### config.mk
export PLATFORM = sky130hd
export DESIGN_NAME = ecit_top
export DESIGN_NICKNAME = d
export VERILOG_FILES = /design/src/verilog/ecit_pkg.sv /design/src/verilog/ecit_top.sv
export SDC_FILE = /design/constraint.sdc
export NUM_CORES = 1
export LEC_CHECK = 0
export ABC_AREA = 1
export BUFFER_PORTS_ARGS = -buffer_cell sky130_fd_sc_hd__buf_2
export CORE_ASPECT_RATIO = 1.25
export CORE_MARGIN = 5
export CORE_UTILIZATION = 62
export CTS_CLUSTER_DIAMETER = 200
export CTS_CLUSTER_SIZE = 8
export DETAILED_ROUTE_END_ITERATION = 8
export PLACE_DENSITY_LB_ADDON = 0.3
export SLEW_MARGIN = 20
export SYNTH_ARGS = -nofsm -noshare
export SYNTH_HDL_FRONTEND = slang
export SYNTH_SLANG_ARGS = --single-unit
### constraint.sdc
create_clock -name clk -period 2.9 [get_ports clk]
set_input_delay 0.29 -clock clk [delete_from_list [all_inputs] [get_ports clk]]
set_output_delay 0.29 -clock clk [all_outputs]
set_load 0.02 [all_outputs]
### src/verilog/ecit_pkg.sv
// package: register map, field positions, reset values and timing for the capture/interval timer
package ecit_pkg;
  // register indices, not byte offsets (byte address = 4*index)
  localparam logic [7:0] IDX_A_RISE    = 8'h22;
  localparam logic [7:0] IDX_B_RISE    = 8'h23;
  localparam logic [7:0] IDX_A_FALL    = 8'h24;
  localparam logic [7:0] IDX_B_FALL    = 8'h25;
  localparam logic [7:0] IDX_IVL_LO    = 8'h26;
  localparam logic [7:0] IDX_IVL_HI    = 8'h27;
  localparam logic [7:0] IDX_RLD_LO    = 8'h28;
  localparam logic [7:0] IDX_RLD_HI    = 8'h29;
  localparam logic [7:0] IDX_CFG       = 8'h2A;
  localparam logic [7:0] IDX_IRQ_EN    = 8'h2B;
  localparam logic [7:0] IDX_IRQ_FLAGS = 8'h2C;
  localparam int         ADDR_W        = 10;
  // capture_config fields
  localparam int         CFG_KEEP_FIRST = 7;
  localparam int         CFG_PRESC_LSB  = 4;
  localparam int         CFG_CASCADE    = 3;
  localparam logic [7:0] CFG_WMASK      = 8'hF8;
  // flag / enable bit positions
  localparam int         BIT_A_RISE = 0;
  localparam int         BIT_A_FALL = 1;
  localparam int         BIT_B_RISE = 2;
  localparam int         BIT_B_FALL = 3;
  localparam logic [7:0] NIB_MASK   = 8'h0F;
  // reset values
  localparam logic [7:0]  RST_BYTE  = 8'h00;
  localparam logic [11:0] RST_IVL   = 12'h000;
  localparam logic [15:0] RST_FRC   = 16'h0000;
  // capture counter clock enable divider: 50 MHz to 5 MHz, divided evenly by 10,
  // so the capture counter advances every CNT_DIV cycles
  localparam int          CLK_MHZ   = 50;
  localparam int          TICK_MHZ  = 5;
  localparam logic [3:0]  CNT_DIV   = 4'((CLK_MHZ + TICK_MHZ - 1) / TICK_MHZ);

  // edge event bundle from the synchronisers
  typedef struct packed {
    logic b_fall;
    logic b_rise;
    logic a_fall;
    logic a_rise;
  } ecit_edges_t;

  // apb request bundle
  typedef struct packed {
    logic              sel;
    logic              en;
    logic              wr;
    logic [ADDR_W-1:0] addr;
    logic [7:0]        wdata;
  } ecit_apb_req_t;
endpackage

### src/verilog/ecit_top.sv
// edge capture and interval timer with apb register access
// Summary of operation
// - channel a falling edge loads a fall time: prescaled slice, or low byte cascaded
// - channel b falls on its own input; cascaded it takes upper byte at a fall
// - interval count is 12-bit read-only; low-byte read latches upper nibble
// - high register returns latched nibble in bits 3:0, zero above
// - two 8-bit channels, each with separate rise and fall time registers
// - each of four captures can raise an interrupt when loaded, per enable; channel b captures not while cascaded
// - keep-first clear: every capture overwritten by each newest edge
// - keep-first set: capture holds first edge, ignores later until read
// - prescale code n stores counter bits n+7 down to n
// - cascade bit makes channel b the upper bytes of channel a
// - irq enable bits 3..0 gate b fall, b rise, a fall, a rise
// - status bits 3..0 set on b fall, b rise, a fall, a rise
// - writing one clears a status bit; clear needed before next interrupt
// - all capture, interval, reload and config registers reset to zero
// - 16-bit free-running counter on its own tick, sampled by all captures
// - channel a rising edge loads rise time: prescaled slice, or low byte cascaded
//
// Added by the designer: register access over APB.
`timescale 1ns/1ns
module ecit_top (
  input  wire  logic        clk,            // 50 MHz system clock
  input  wire  logic        nrst,           // synchronous reset, active low
  input  wire  logic        psel,           // apb select
  input  wire  logic        penable,        // apb access phase
  input  wire  logic        pwrite,         // apb write
  input  wire  logic [11:0] paddr,          // apb byte address
  input  wire  logic [31:0] pwdata,         // apb write data
  output logic        [31:0] prdata,        // apb read data
  output logic               pready,        // apb ready
  output logic               pslverr,       // apb error, unmapped address
  input  wire  logic        edge_input_a,   // capture pin a, asynchronous
  input  wire  logic        edge_input_b,   // capture pin b, asynchronous
  output logic        [3:0]  capture_irq,   // per-source capture requests
  output logic               interval_irq   // interval reload pulse
);

  // index decode used by read and write paths
  function automatic logic is_reg(input logic [11:0] a, input logic [7:0] idx);
    return (a[1:0] == 2'b00) && (a[11:2] == {2'b00, idx});
  endfunction

  function automatic logic mapped(input logic [11:0] a);
    return (a[1:0] == 2'b00) && (a[11:2] >= {2'b00, ecit_pkg::IDX_A_RISE})
           && (a[11:2] <= {2'b00, ecit_pkg::IDX_IRQ_FLAGS});
  endfunction

  logic [2:0]  sync_a_q;
  logic [2:0]  sync_b_q;
  logic        lvl_a_q;
  logic        lvl_b_q;
  ecit_pkg::ecit_edges_t ev;
  logic [3:0]  div_q;
  logic        tick;
  logic [15:0] frc_q;
  logic [11:0] ivl_q;
  logic [3:0]  ivl_hold_q;
  logic [7:0]  rld_lo_q;
  logic [3:0]  rld_hi_q;
  logic [7:0]  cfg_q;
  logic [3:0]  irq_en_q;
  logic [3:0]  flags_q;
  logic [7:0]  cap_q [4];
  logic [3:0]  held_q;
  logic [7:0]  slice;
  logic        cascade;
  logic        access;
  logic        wr_acc;
  logic        rd_acc;
  logic [3:0]  cap_rd;
  logic [3:0]  ld;
  logic [7:0]  rd_byte;
  logic [3:0]  clr_mask;

  // three-stage synchroniser, pin a; change accepted when stages two and three agree
  always_ff @(posedge clk) begin
    if (!nrst) begin
      sync_a_q <= 3'h0;
    end else begin
      sync_a_q <= {sync_a_q[1:0], edge_input_a};
    end
  end

  // three-stage synchroniser, pin b
  always_ff @(posedge clk) begin
    if (!nrst) begin
      sync_b_q <= 3'h0;
    end else begin
      sync_b_q <= {sync_b_q[1:0], edge_input_b};
    end
  end

  // filtered level of pin a, edge taken once per accepted change
  // level resets low like the idle pin, so no false edge follows reset
  always_ff @(posedge clk) begin
    if (!nrst) begin
      lvl_a_q <= 1'b0;
    end else if (sync_a_q[1] == sync_a_q[2]) begin
      lvl_a_q <= sync_a_q[2];
    end
  end

  // filtered level of pin b, tracked in cascade too so no stale edge later
  always_ff @(posedge clk) begin
    if (!nrst) begin
      lvl_b_q <= 1'b0;
    end else if (sync_b_q[1] == sync_b_q[2]) begin
      lvl_b_q <= sync_b_q[2];
    end
  end

  // edge events; channel b disabled when cascaded
  always_comb begin
    ev.a_rise = (sync_a_q[1] == sync_a_q[2]) && sync_a_q[2] && !lvl_a_q;
    ev.a_fall = (sync_a_q[1] == sync_a_q[2]) && !sync_a_q[2] && lvl_a_q;
    ev.b_rise = (sync_b_q[1] == sync_b_q[2]) && sync_b_q[2] && !lvl_b_q
                && !cascade;
    ev.b_fall = (sync_b_q[1] == sync_b_q[2]) && !sync_b_q[2] && lvl_b_q
                && !cascade;
  end

  // counter tick divider
  // one-cycle enable pulse; the counters never see a second clock
  always_ff @(posedge clk) begin
    if (!nrst) begin
      div_q <= 4'h0;
    end else if (div_q == ecit_pkg::CNT_DIV - 4'h1) begin
      div_q <= 4'h0;
    end else begin
      div_q <= div_q + 4'h1;
    end
  end
  assign tick = (div_q == ecit_pkg::CNT_DIV - 4'h1);

  // free-running capture counter
  always_ff @(posedge clk) begin
    if (!nrst) begin
      frc_q <= ecit_pkg::RST_FRC;
    end else if (tick) begin
      frc_q <= frc_q + 16'h0001;
    end
  end

  assign cascade = cfg_q[ecit_pkg::CFG_CASCADE];
  // prescaled window of the counter
  assign slice   = 8'(frc_q >> cfg_q[ecit_pkg::CFG_PRESC_LSB +: 3]);

  // apb decode; side effects only at the completing edge
  // read side effects (nibble latch, hold release) must act once per transfer
  assign access = psel && penable && pready;
  assign wr_acc = access && pwrite;
  assign rd_acc = access && !pwrite;

  // register reads that release keep-first holds
  always_comb begin
    cap_rd[0] = rd_acc && is_reg(paddr, ecit_pkg::IDX_A_RISE);
    cap_rd[1] = rd_acc && is_reg(paddr, ecit_pkg::IDX_A_FALL);
    cap_rd[2] = rd_acc && is_reg(paddr, ecit_pkg::IDX_B_RISE);
    cap_rd[3] = rd_acc && is_reg(paddr, ecit_pkg::IDX_B_FALL);
  end

  // load strobes: cap index 0 a rise, 1 a fall, 2 b rise, 3 b fall
  // keep-first hold is released only by a read of the same register
  always_comb begin
    ld[0] = ev.a_rise && !(cfg_q[ecit_pkg::CFG_KEEP_FIRST] && held_q[0]);
    ld[1] = ev.a_fall && !(cfg_q[ecit_pkg::CFG_KEEP_FIRST] && held_q[1]);
    ld[2] = (cascade ? ev.a_rise : ev.b_rise)
            && !(cfg_q[ecit_pkg::CFG_KEEP_FIRST] && held_q[2]);
    ld[3] = (cascade ? ev.a_fall : ev.b_fall)
            && !(cfg_q[ecit_pkg::CFG_KEEP_FIRST] && held_q[3]);
  end

  // capture registers, apb writes allowed, loads win
  generate
    for (genvar i = 0; i < 4; i++) begin : g_cap
      always_ff @(posedge clk) begin
        if (!nrst) begin
          cap_q[i]  <= ecit_pkg::RST_BYTE;
          held_q[i] <= 1'b0;
        end else begin
          if (ld[i]) begin
            if (i < 2) begin
              cap_q[i] <= cascade ? frc_q[7:0] : slice;
            end else begin
              cap_q[i] <= cascade ? frc_q[15:8] : slice;
            end
          end else if (wr_acc && is_reg(paddr, (i == 0) ? ecit_pkg::IDX_A_RISE :
                                               (i == 1) ? ecit_pkg::IDX_A_FALL :
                                               (i == 2) ? ecit_pkg::IDX_B_RISE :
                                                          ecit_pkg::IDX_B_FALL)) begin
            cap_q[i] <= pwdata[7:0];
          end
          if (ld[i]) begin
            held_q[i] <= 1'b1;
          end else if (cap_rd[i]) begin
            held_q[i] <= 1'b0;
          end
        end
      end
    end
  endgenerate

  // configuration register, reserved bits kept zero
  always_ff @(posedge clk) begin
    if (!nrst) begin
      cfg_q <= ecit_pkg::RST_BYTE;
    end else if (wr_acc && is_reg(paddr, ecit_pkg::IDX_CFG)) begin
      cfg_q <= pwdata[7:0] & ecit_pkg::CFG_WMASK;
    end
  end

  // capture request enables
  always_ff @(posedge clk) begin
    if (!nrst) begin
      irq_en_q <= 4'h0;
    end else if (wr_acc && is_reg(paddr, ecit_pkg::IDX_IRQ_EN)) begin
      irq_en_q <= pwdata[3:0];
    end
  end

  // reload low byte
  always_ff @(posedge clk) begin
    if (!nrst) begin
      rld_lo_q <= ecit_pkg::RST_BYTE;
    end else if (wr_acc && is_reg(paddr, ecit_pkg::IDX_RLD_LO)) begin
      rld_lo_q <= pwdata[7:0];
    end
  end

  // reload upper nibble
  always_ff @(posedge clk) begin
    if (!nrst) begin
      rld_hi_q <= 4'h0;
    end else if (wr_acc && is_reg(paddr, ecit_pkg::IDX_RLD_HI)) begin
      rld_hi_q <= pwdata[3:0];
    end
  end

  // write-one-to-clear mask of the status register
  assign clr_mask = (wr_acc && is_reg(paddr, ecit_pkg::IDX_IRQ_FLAGS)) ? pwdata[3:0]
                                                                       : 4'h0;

  // status flags: event sets, write-one clears, set wins
  always_ff @(posedge clk) begin
    if (!nrst) begin
      flags_q <= 4'h0;
    end else begin
      flags_q <= (flags_q & ~clr_mask)
                 | {ev.b_fall, ev.b_rise, ev.a_fall, ev.a_rise};
    end
  end

  // capture requests: raised on a load only while the flag was clear
  always_ff @(posedge clk) begin
    if (!nrst) begin
      capture_irq <= 4'h0;
    end else begin
      capture_irq[ecit_pkg::BIT_A_RISE] <= ld[0] && irq_en_q[0] && !flags_q[0];
      capture_irq[ecit_pkg::BIT_A_FALL] <= ld[1] && irq_en_q[1] && !flags_q[1];
      capture_irq[ecit_pkg::BIT_B_RISE] <= ld[2] && !cascade && irq_en_q[2]
                                           && !flags_q[2];
      capture_irq[ecit_pkg::BIT_B_FALL] <= ld[3] && !cascade && irq_en_q[3]
                                           && !flags_q[3];
    end
  end

  // interval down counter with reload at zero
  always_ff @(posedge clk) begin
    if (!nrst) begin
      ivl_q <= ecit_pkg::RST_IVL;
    end else if (tick) begin
      if (ivl_q == 12'h000) begin
        ivl_q <= {rld_hi_q, rld_lo_q};
      end else begin
        ivl_q <= ivl_q - 12'h001;
      end
    end
  end

  // interval request, one cycle at each reload; a zero reload requests every tick
  always_ff @(posedge clk) begin
    if (!nrst) begin
      interval_irq <= 1'b0;
    end else begin
      interval_irq <= tick && (ivl_q == 12'h000);
    end
  end

  // upper nibble latch on low-byte read
  // frozen so a later high read matches the low byte already taken
  always_ff @(posedge clk) begin
    if (!nrst) begin
      ivl_hold_q <= 4'h0;
    end else if (rd_acc && is_reg(paddr, ecit_pkg::IDX_IVL_LO)) begin
      ivl_hold_q <= ivl_q[11:8];
    end
  end

  // read mux
  always_comb begin
    rd_byte = 8'h00;
    if (is_reg(paddr, ecit_pkg::IDX_A_RISE))    rd_byte = cap_q[0];
    if (is_reg(paddr, ecit_pkg::IDX_A_FALL))    rd_byte = cap_q[1];
    if (is_reg(paddr, ecit_pkg::IDX_B_RISE))    rd_byte = cap_q[2];
    if (is_reg(paddr, ecit_pkg::IDX_B_FALL))    rd_byte = cap_q[3];
    if (is_reg(paddr, ecit_pkg::IDX_IVL_LO))    rd_byte = ivl_q[7:0];
    if (is_reg(paddr, ecit_pkg::IDX_IVL_HI))    rd_byte = {4'h0, ivl_hold_q};
    if (is_reg(paddr, ecit_pkg::IDX_RLD_LO))    rd_byte = rld_lo_q;
    if (is_reg(paddr, ecit_pkg::IDX_RLD_HI))    rd_byte = {4'h0, rld_hi_q};
    if (is_reg(paddr, ecit_pkg::IDX_CFG))       rd_byte = cfg_q;
    if (is_reg(paddr, ecit_pkg::IDX_IRQ_EN))    rd_byte = {4'h0, irq_en_q};
    if (is_reg(paddr, ecit_pkg::IDX_IRQ_FLAGS)) rd_byte = {4'h0, flags_q};
  end

  // apb ready: one cycle, the first of the access phase
  always_ff @(posedge clk) begin
    if (!nrst) begin
      pready <= 1'b0;
    end else begin
      pready <= psel && !penable;
    end
  end

  // apb error with ready, for unmapped or misaligned addresses
  always_ff @(posedge clk) begin
    if (!nrst) begin
      pslverr <= 1'b0;
    end else begin
      pslverr <= psel && !penable && !mapped(paddr);
    end
  end

  // apb read data, registered at the setup edge, zero outside reads
  always_ff @(posedge clk) begin
    if (!nrst) begin
      prdata <= 32'h0000_0000;
    end else begin
      prdata <= (psel && !penable && !pwrite) ? {24'h00_0000, rd_byte} : 32'h0000_0000;
    end
  end

endmodule

======== Word level (Yosys, flattened, before mapping) ========
Memory sizes are Yosys's and may differ from the RTL's.
Index checks and enable logic that the tools add are counted.
storage, ports and cells
  logic and storage cells ................. 208
  input port bits ......................... 51
  memory bits (writable) .................. 32
  register bits after elaboration ......... 112
  bits in latches ......................... 0
  memories kept ........................... 1
  bits in read-only memories .............. 0
  output and inout bits ................... 39
operators by class
  magnitude comparators ................... 2
  equal/unequal tests ..................... 14
  muxes and demuxes ....................... 62
  bitwise logic cells ..................... 13
  reduce and logical (&&, ||, !) cells .... 88
  divide/modulo/power cells ............... 0
  add/sub/neg operators ................... 3
  multiply operators ...................... 0
  shift-type cells ........................ 1
memories
  memory  depth  width  read ports  clocked after Yosys merged registers in  write ports  line            source
  cap_q   4      8      4           0                                        4            ecit_top.sv:64  logic [7:0] cap_q [4];
operators with widths
  operator                                                            number
  2-to-1 mux 8 bit                                                    19
  equality test 10 x 6 -> 1 bit, second input constant                11
  logical AND 1 bit                                                   63
  2-to-1 mux 1 bit                                                    39
  adder 16 x 1 -> 16 bit, second input constant                       1
  zero test 1 bit                                                     16
  >> shifter 16 x 3 -> 8 bit                                          1
  zero test 12 bit                                                    1
  2-to-1 mux 12 bit                                                   1
  2-to-1 mux 4 bit                                                    3
  subtractor 12 x 1 -> 12 bit, second input constant                  1
  greater-or-equal comparator 10 x 6 -> 1 bit, second input constant  1
  less-or-equal comparator 10 x 6 -> 1 bit, second input constant     1
  bitwise OR 1 bit                                                    8
  nonzero test 2 bit                                                  4
  adder 4 x 1 -> 4 bit, second input constant                         1
  AND 4 bit                                                           1
  equality test 4 bit, second input constant                          1
  inverter 4 bit                                                      1
  bitwise OR 4 bit                                                    1
  OR reduction 4 bit                                                  1
  equality test 1 bit                                                 2
  zero test 2 bit                                                     1
  inverter 1 bit                                                      2
  2 further kinds                                                     2

======== Logic depth before layout (Yosys ltp) ========
Gate-level depths: netlist of run 1.
  depth after elaboration ................. 13
  mapped depth ............................ 14
  gate-level depth less buffers ........... 14

======== Worst setup path before layout of run 1 ========
No wires, ideal clock.
  path kind ............................... reg2reg
  from .................................... register pready
  to ...................................... memory cap_q[2][0], enable pin
  arrival time ............................ 1.460 ns
  library setup time ...................... 0.337 ns
  path buffers ............................ 0
  slack ................................... 1.103 ns
  period minus slack after synthesis ...... 1.797 ns
  stages on the path, launching flop included .. 7
  path through ............................ dfxtp_1 -> nand3_1 -> nor2_2 -> inv_1 -> nor2_1 -> nand3_2 -> nand3_1
RTL lines
  item                      line             source
  start: declaration        ecit_top.sv:31   output logic pready,
  start signal: assignment  ecit_top.sv:321  pready <= psel && !penable;
  end: declaration          ecit_top.sv:64

==> results of run 1 <==
## cell usage in the layout (no fill, tap or decap), types with 8 or more instances in the layout
master / synthesis / final
nand2_1: 150 / 150
o211ai_1: 8 / 8
dfxtp_1: 88 / 88
o21ai_1: 9 / 9
ha_1: 9 / 9
o21ai_0: 111 / 111
inv_1: 121 / 121
nor3_1: 8 / 8
nor2_2: 10 / 10
inv_2: 11 / 11
nor2_4: 10 / 10
inv_6: 0 / 8
o22ai_1: 25 / 25
buf_2: 6 / 41
a21oi_1: 67 / 67
edfxtp_1: 32 / 32
nand3_1: 45 / 45
conb_1: 1 / 24
clkbuf_16: 0 / 17
nor2_1: 50 / 50
## flip-flops by register name, indices dropped and copies added, names as in the netlist, 3 cells and up
name,flops
cap_q,32
frc_q,16
ivl_q,12
prdata,8
rld_lo_q,8
cfg_q,5
capture_irq,4
div_q,4
flags_q,4
held_q,4
irq_en_q,4
ivl_hold_q,4
rld_hi_q,4
sync_a_q,3
sync_b_q,3
## worst max path at each step
| stage | from | endpoint | slack, ns | cells after the start |
|---|---|---|---|---|
| global placement | cfg_q[4] | cap_q[1][4] | 0.69 | 7 |
| floorplan | pready | cap_q[2][0] | 1.10 | 6 |
| CTS | cfg_q[4] | cap_q[0][2] | 0.67 | 7 |
| finish | cfg_q[4] | cap_q[0][3] | 0.65 | 7 |
| global route | cfg_q[4] | cap_q[1][4] | 0.43 | 7 |
| detailed placement | paddr[11] | cap_q[2][0] | 0.68 | 8 |
## layout make-up
type	count	area share
inverters	135	0.06966
clock inverters	13	0.01819
multi-input cells	587	0.4202
repair buffers	47	0.03432
well taps	129	0.02213
flip-flops and latches	120	0.3734
clock buffers	19	0.06211
## routing by layer
layer  global-route usage  wire length [µm]  up-vias
li1                     -                 -     2941
met1               0.3304              6572     2763
met2               0.4630              8468      369
met3              0.06611              1461       91
met4               0.1690              1010        0
met5                    0                 0        -
## stage by stage
step	util	cell area (µm²)
after floorplan	-	6606
after global placement	0.6569	6706
after detailed placement	0.6569	6706
after CTS	0.7143	7292
after global routing	0.7143	7292
final	0.7143	7292
## cells by family (layout without fill, tap and decap cells)
kind of cell    after synthesis  after routing
fa+ha+maj                     9              9
flops                       120            120
simple gates                302            302
xor+xnor                      6              6
compound gates              245            245
buf+inv                     184            214
mux                           1              1
other cells                   1             24
## critical path, cell delays in order (launching register included)
cell     delay, ns
dfxtp_1       0.77
o21ai_0       0.22
o21ai_0       0.30
o21ai_0       0.13
nand2_1       0.12
o21ai_0       0.22
nand2_1       0.14
o21ai_0       0.09
## power groups by stage
stage	registers, W	clock network [W]	logic (W)
2_1_floorplan	0.00179	0	0.000135
6_report	0.00176	0.00207	0.000173
4_1_cts	0.00176	0.00207	0.000170
3_3_place_gp	0.00179	0	0.000163
3_5_place_dp	0.00179	0	0.000169
5_1_grt	0.00176	0.00216	0.000189
==> flow_summary.json, run 1 <==
{
  "grt_pass1_vias": 6028,
  "path_clk_slew_ns": 0.06,
  "grt_util_all_layers": 0.2831,
  "synthArstFlopShare": 0,
  "cts-resized-gates": 0,
  "die_x_um": 101.7,
  "setup_violations": 0,
  "cts_buffers": 17,
  "yosysMostFrequentCell": "nand2_1",
  "area_growth_pct": 11.84,
  "cts_max_level": 4,
  "worst_skew_pair.late_latency_ns": 0.42,
  "gr-total-overflow": 0,
  "wl_um": 17510,
  "final_cells": 1050,
  "status": "completed",
  "core_um2": 10210,
  "synthFlopType": "dfxtp_1",
  "p_clk_frac": 0.518,
  "seq_area_frac_synth": 0.4176,
  "worstReg2RegEnd": "cap_q[0][3]",
  "synth-seq-cells": 120,
  "synthTopCellsByArea": "dfxtp_1 27%, edfxtp_1 15%, nand2_1 8.6%",
  "synth_cell_types": 46,
  "multi_input_area_um2": 3064,
  "port-buffer-count": 41,
  "grt_max_degree": 34,
  "fin_crit_sh": 0.7754,
  "setup_tns_ns": 0,
  "cts.sinks": 120,
  "slew_headroom": 0.5281,
  "dp.cells": 1018,
  "synthCells": 868,
  "syn_area_um2": 6520,
  "syn_area_per_cell_um2": 7.512,
  "worstHoldStart": "edge_input_b",
  "skew_ns": 0.009669,
  "power.switching_w": 0.0009673,
  "synth_top_family_by_area": "simple AND/OR/NAND/NOR gates",
  "power_frac_comb": 0.043,
  "min_path_cells": 3,
  "netSwitchingFraction": 0.2419,
  "synth.top_cell.area_share": 0.2702,
  "p_int_w": 0.003032,
  "synth_mux_area_frac": 0.001535,
  "ant_nets": 0,
  "cts-hold-fix-buffers": 0,
  "gp_congestion": 0.9508,
  "rsz0062_at_grt": "false",
  "holdWs_ns": 0.04659,
  "totalPowerFinal_w": 0.003999,
  "dieHeight_um": 124.7,
  "synth_compound_area_frac": 0.2073,
  "dp_hpwl_um": 12980,
  "required_ns": 3.06,
  "hold_viol_final": 0,
  "worstMarginPinSlew_ns": 0.7069,
  "die_area_um2": 12680,
  "synth_fa_ha_area_frac": 0.01727,
  "yosys.area_share.xor_xnor": 0.008060,
  "synth_area_leader_cell": "dfxtp_1",
  "reg2reg_setup_slack_ns": 0.65,
  "drv_slew": 0,
  "drc": 0,
  "synthSimpleGateAreaFrac": 0.2220,
  "cts_tree": "yes",
  "rows": 41,
  "worstSetupStartpointType": "flip-flop",
  "worstSetupPathType": "reg -> reg",
  "clock_path_buffers": 2,
  "seq_area_um2": 2723,
  "synth-edff-count": 32,
  "antennaDiodeCount": 0,
  "initial_core_util": 0.6387,
  "root_buffer": "clkbuf_16",
  "min_path_type": "in -> reg",
  "period_needed_ns": 2.249,
  "grt_pass1_wl_um": 28430,
  "num_vias": 6164,
  "seq_power_share": 0.439,
  "post-place-ws_ns": 0.6807,
  "worstRegToRegCells": 7,
  "antenna_found_initial": 0,
  "layout_setup_ws_ns": 0.6515,
  "cts_setup_buffers": 0,
  "final_layout_size_suffix_gt1_frac": 0.1422,
  "max_freq_mhz": 444.7,
  "synth_warnings": 0,
  "worstReg2RegStart": "cfg_q[4]",
  "yosys-top-cells-count": "150 x nand2_1, 121 x inv_1, 111 x o21ai_0, 88 x dfxtp_1, 67 x a21oi_1",
  "endpoint_kind": "flip-flop",
  "ioPinCount": 90,
  "dr.pass1.iters": 7,
  "fin_nets": 968,
  "arrival_ns": 2.40,
  "irDropWorstVdd_v": 0.0004511,
  "viasPerCell": 5.870,
  "min_to": "sync_b_q[0]",
  "wl_per_cell_um": 16.68,
  "p_per_area_nw_per_um2": 548.4,
  "cp_max_fo": 27,
  "maxCapViolCount": 0,
  "nFillCells": 829,
  "drtIter0Drc": 673,
  "power.leakage_nw": 3.035
}
Note: power is estimated with default switching activity, not from simulation.
==> run 2: changes to the inputs <==
--- a/config.mk
+++ b/config.mk
@@ -9,7 +9,7 @@
 export BUFFER_PORTS_ARGS = -buffer_cell sky130_fd_sc_hd__buf_2
 export CORE_ASPECT_RATIO = 1.25
 export CORE_MARGIN = 5
-export CORE_UTILIZATION = 62
+export CORE_UTILIZATION = 52
 export CTS_CLUSTER_DIAMETER = 200
 export CTS_CLUSTER_SIZE = 8
 export DETAILED_ROUTE_END_ITERATION = 8
==> constraint.sdc (replaced) <==
create_clock -name clk -period 2 [get_ports clk]
set_input_delay 0.2 -clock clk [delete_from_list [all_inputs] [get_ports clk]]
set_output_delay 0.2 -clock clk [all_outputs]
set_load 0.02 [all_outputs]
==> flow_summary.json, run 2 (same netlist as run 1, synthesis figures left out) <==
{
  "status": "completed",
  "path_buf_inv": 1,
  "ant_nets": 0,
  "drtIter0Drc": 545,
  "setup_violations": 0,
  "stdcell_area_um2": 7541,
  "grt_util_all_layers": 0.2393,
  "dr.pass1.iters": 7,
  "rows": 45,
  "wl_per_cell_um": 15.53,
  "core_um2": 12220,
  "area_growth_pct": 15.66,
  "cpMostUsedCell": "o21ai_0",
  "cts.sinks": 120,
  "largest_register_ffs": 32,
  "endpoint_kind": "flip-flop",
  "viasPerCell": 5.418,
  "cts_setup_buffers": 0,
  "num_vias": 6014,
  "gr-total-overflow": 0,
  "critPathTopFamily": "compound AO/OA/AOI/OAI gates",
  "maxCapViolCount": 0,
  "cts_max_level": 4,
  "dp_hpwl_um": 12870,
  "gp_congestion": 0.9136,
  "setup_tns_ns": 0,
  "cts_tree": "yes",
  "worstSetupStartpointType": "flip-flop",
  "drv_slew": 0,
  "crit_path_cell_trace": "buf_4 -> nand2_1 -> o21ai_0 -> mux2i_1 -> a21oi_1 -> o21ai_0 -> o21ai_2 -> nand2_1 -> o21ai_0",
  "final_layout_size_suffix_gt1_frac": 0.1660,
  "largest_registers": "cap_q: 32 flops, frc_q: 16 flops, ivl_q: 12 flops",
  "die_area_um2": 14890,
  "p_int_w": 0.004357,
  "holdWs_ns": 0.02571,
  "die_x_um": 110.2,
  "p_clk_frac": 0.519,
  "p_per_area_nw_per_um2": 772.5,
  "initial_core_util": 0.5336,
  "fin_nets": 993,
  "grt_pass1_vias": 5512,
  "port-buffer-count": 41,
  "drc": 0,
  "cts_buffers": 17,
  "min_path_type": "in -> reg",
  "cp_slowest_cell": "dfxtp_2",
  "final_common_cell": "nand2_1",
  "root_buffer": "clkbuf_16",
  "grt_max_degree": 29,
  "final_cells": 1110,
  "clock_path_buffers": 2,
  "fin_util": 0.6172,
  "power.leakage_nw": 3.163,
  "arrival_ns": 1.97,
  "seq_power_share": 0.437,
  "antennaDiodeCount": 0,
  "layout_common_cells": "149 x nand2_1, 121 x inv_1, 107 x o21ai_0",
  "grt_pass1_wl_um": 27470,
  "wl_um": 17240,
  "worst_skew_pair.late_latency_ns": 0.42,
  "largest_register": "cap_q",
  "cp_max_fo": 14,
  "path_clk_slew_ns": 0.06,
  "skew_ns": 0.007091,
  "dp.cells": 1075,
  "period_needed_ns": 1.819,
  "max_freq_mhz": 549.6,
  "ioPinCount": 90,
  "critical_path.max_stage_delay_ns": 0.38,
  "antenna_found_initial": 0,
  "power_frac_comb": 0.044,
  "netSwitchingFraction": 0.2521,
  "power.switching_w": 0.001469,
  "dieHeight_um": 135.2,
  "fin_crit_sh": 0.9097,
  "irDropWorstVdd_v": 0.0005476,
  "worstSetupPathType": "reg -> reg",
  "required_ns": 2.15,
  "hold_viol_final": 0,
  "place_area_um2": 6915
}
## run 2: worst register-to-register path, delay by kind of cell (launching register included)
family	cells	cell delay [ns]
AOI/OAI and AO/OA	5	0.59
DFF	1	0.38
buffers and inverters	1	0.20
and+or+nand+nor	2	0.16
muxes	1	0.23
## run 2: final cells by class
class	count	area, µm²
Clock buffer	17	425.4
Clock inverter	15	157.7
Fill cell	1126	4677
Inverter	135	508.0
Multi-Input combinational cell	587	3075
Sequential cell	120	2724
Tap cell	164	205.2
Timing Repair Buffer	72	445.4
## run 2: path summary, 6_finish.rpt
kind | start | endpoint | cells after the start | slack, ns
worst min register to register | sync_a_q[0] | sync_a_q[1] | 2 | 0.42
worst min-delay path | psel | pready | 3 | 0.03
worst max-delay path | cfg_q[4] | cap_q[0][2] | 9 | 0.18
worst max register to register | cfg_q[4] | cap_q[0][2] | 9 | 0.18
## run 2: power by group through the flow
stage / registers (W) / clock network (W) / logic (W)
3_5_place_dp: 0.00260 / 0 / 0.000249
4_1_cts: 0.00254 / 0.00305 / 0.000255
3_3_place_gp: 0.00260 / 0 / 0.000246
5_1_grt: 0.00255 / 0.00316 / 0.000286
6_report: 0.00254 / 0.00302 / 0.000259
2_1_floorplan: 0.00259 / 0 / 0.000196
## run 2: stage by stage
stage / power (W) / setup WS (ns)
2_1_floorplan: 0.002791 / 0.2030
3_3_place_gp: 0.002843 / 0.1320
3_5_place_dp: 0.002847 / 0.09480
4_1_cts: 0.005847 / 0.07355
5_1_grt: 0.005994 / -0.009287
6_report: 0.005825 / 0.1806
## run 2: metal layers
metal / GRT usage / part of all wire / vias to the layer above
met3: 0.05675 / 0.085 / 55
met1: 0.3083 / 0.41 / 2687
met2: 0.3779 / 0.46 / 279
met5: 0 / 0 / -
met4: 0.1095 / 0.041 / 0
li1: - / - / 2993
## run 2: what timing repair did
action | in CTS | in global routing
hold buffers | 3 | 0
hold endpoints to repair | 3 | 0
gates resized for setup | 0 | 8
endpoints found under the setup margin | 0 | 32
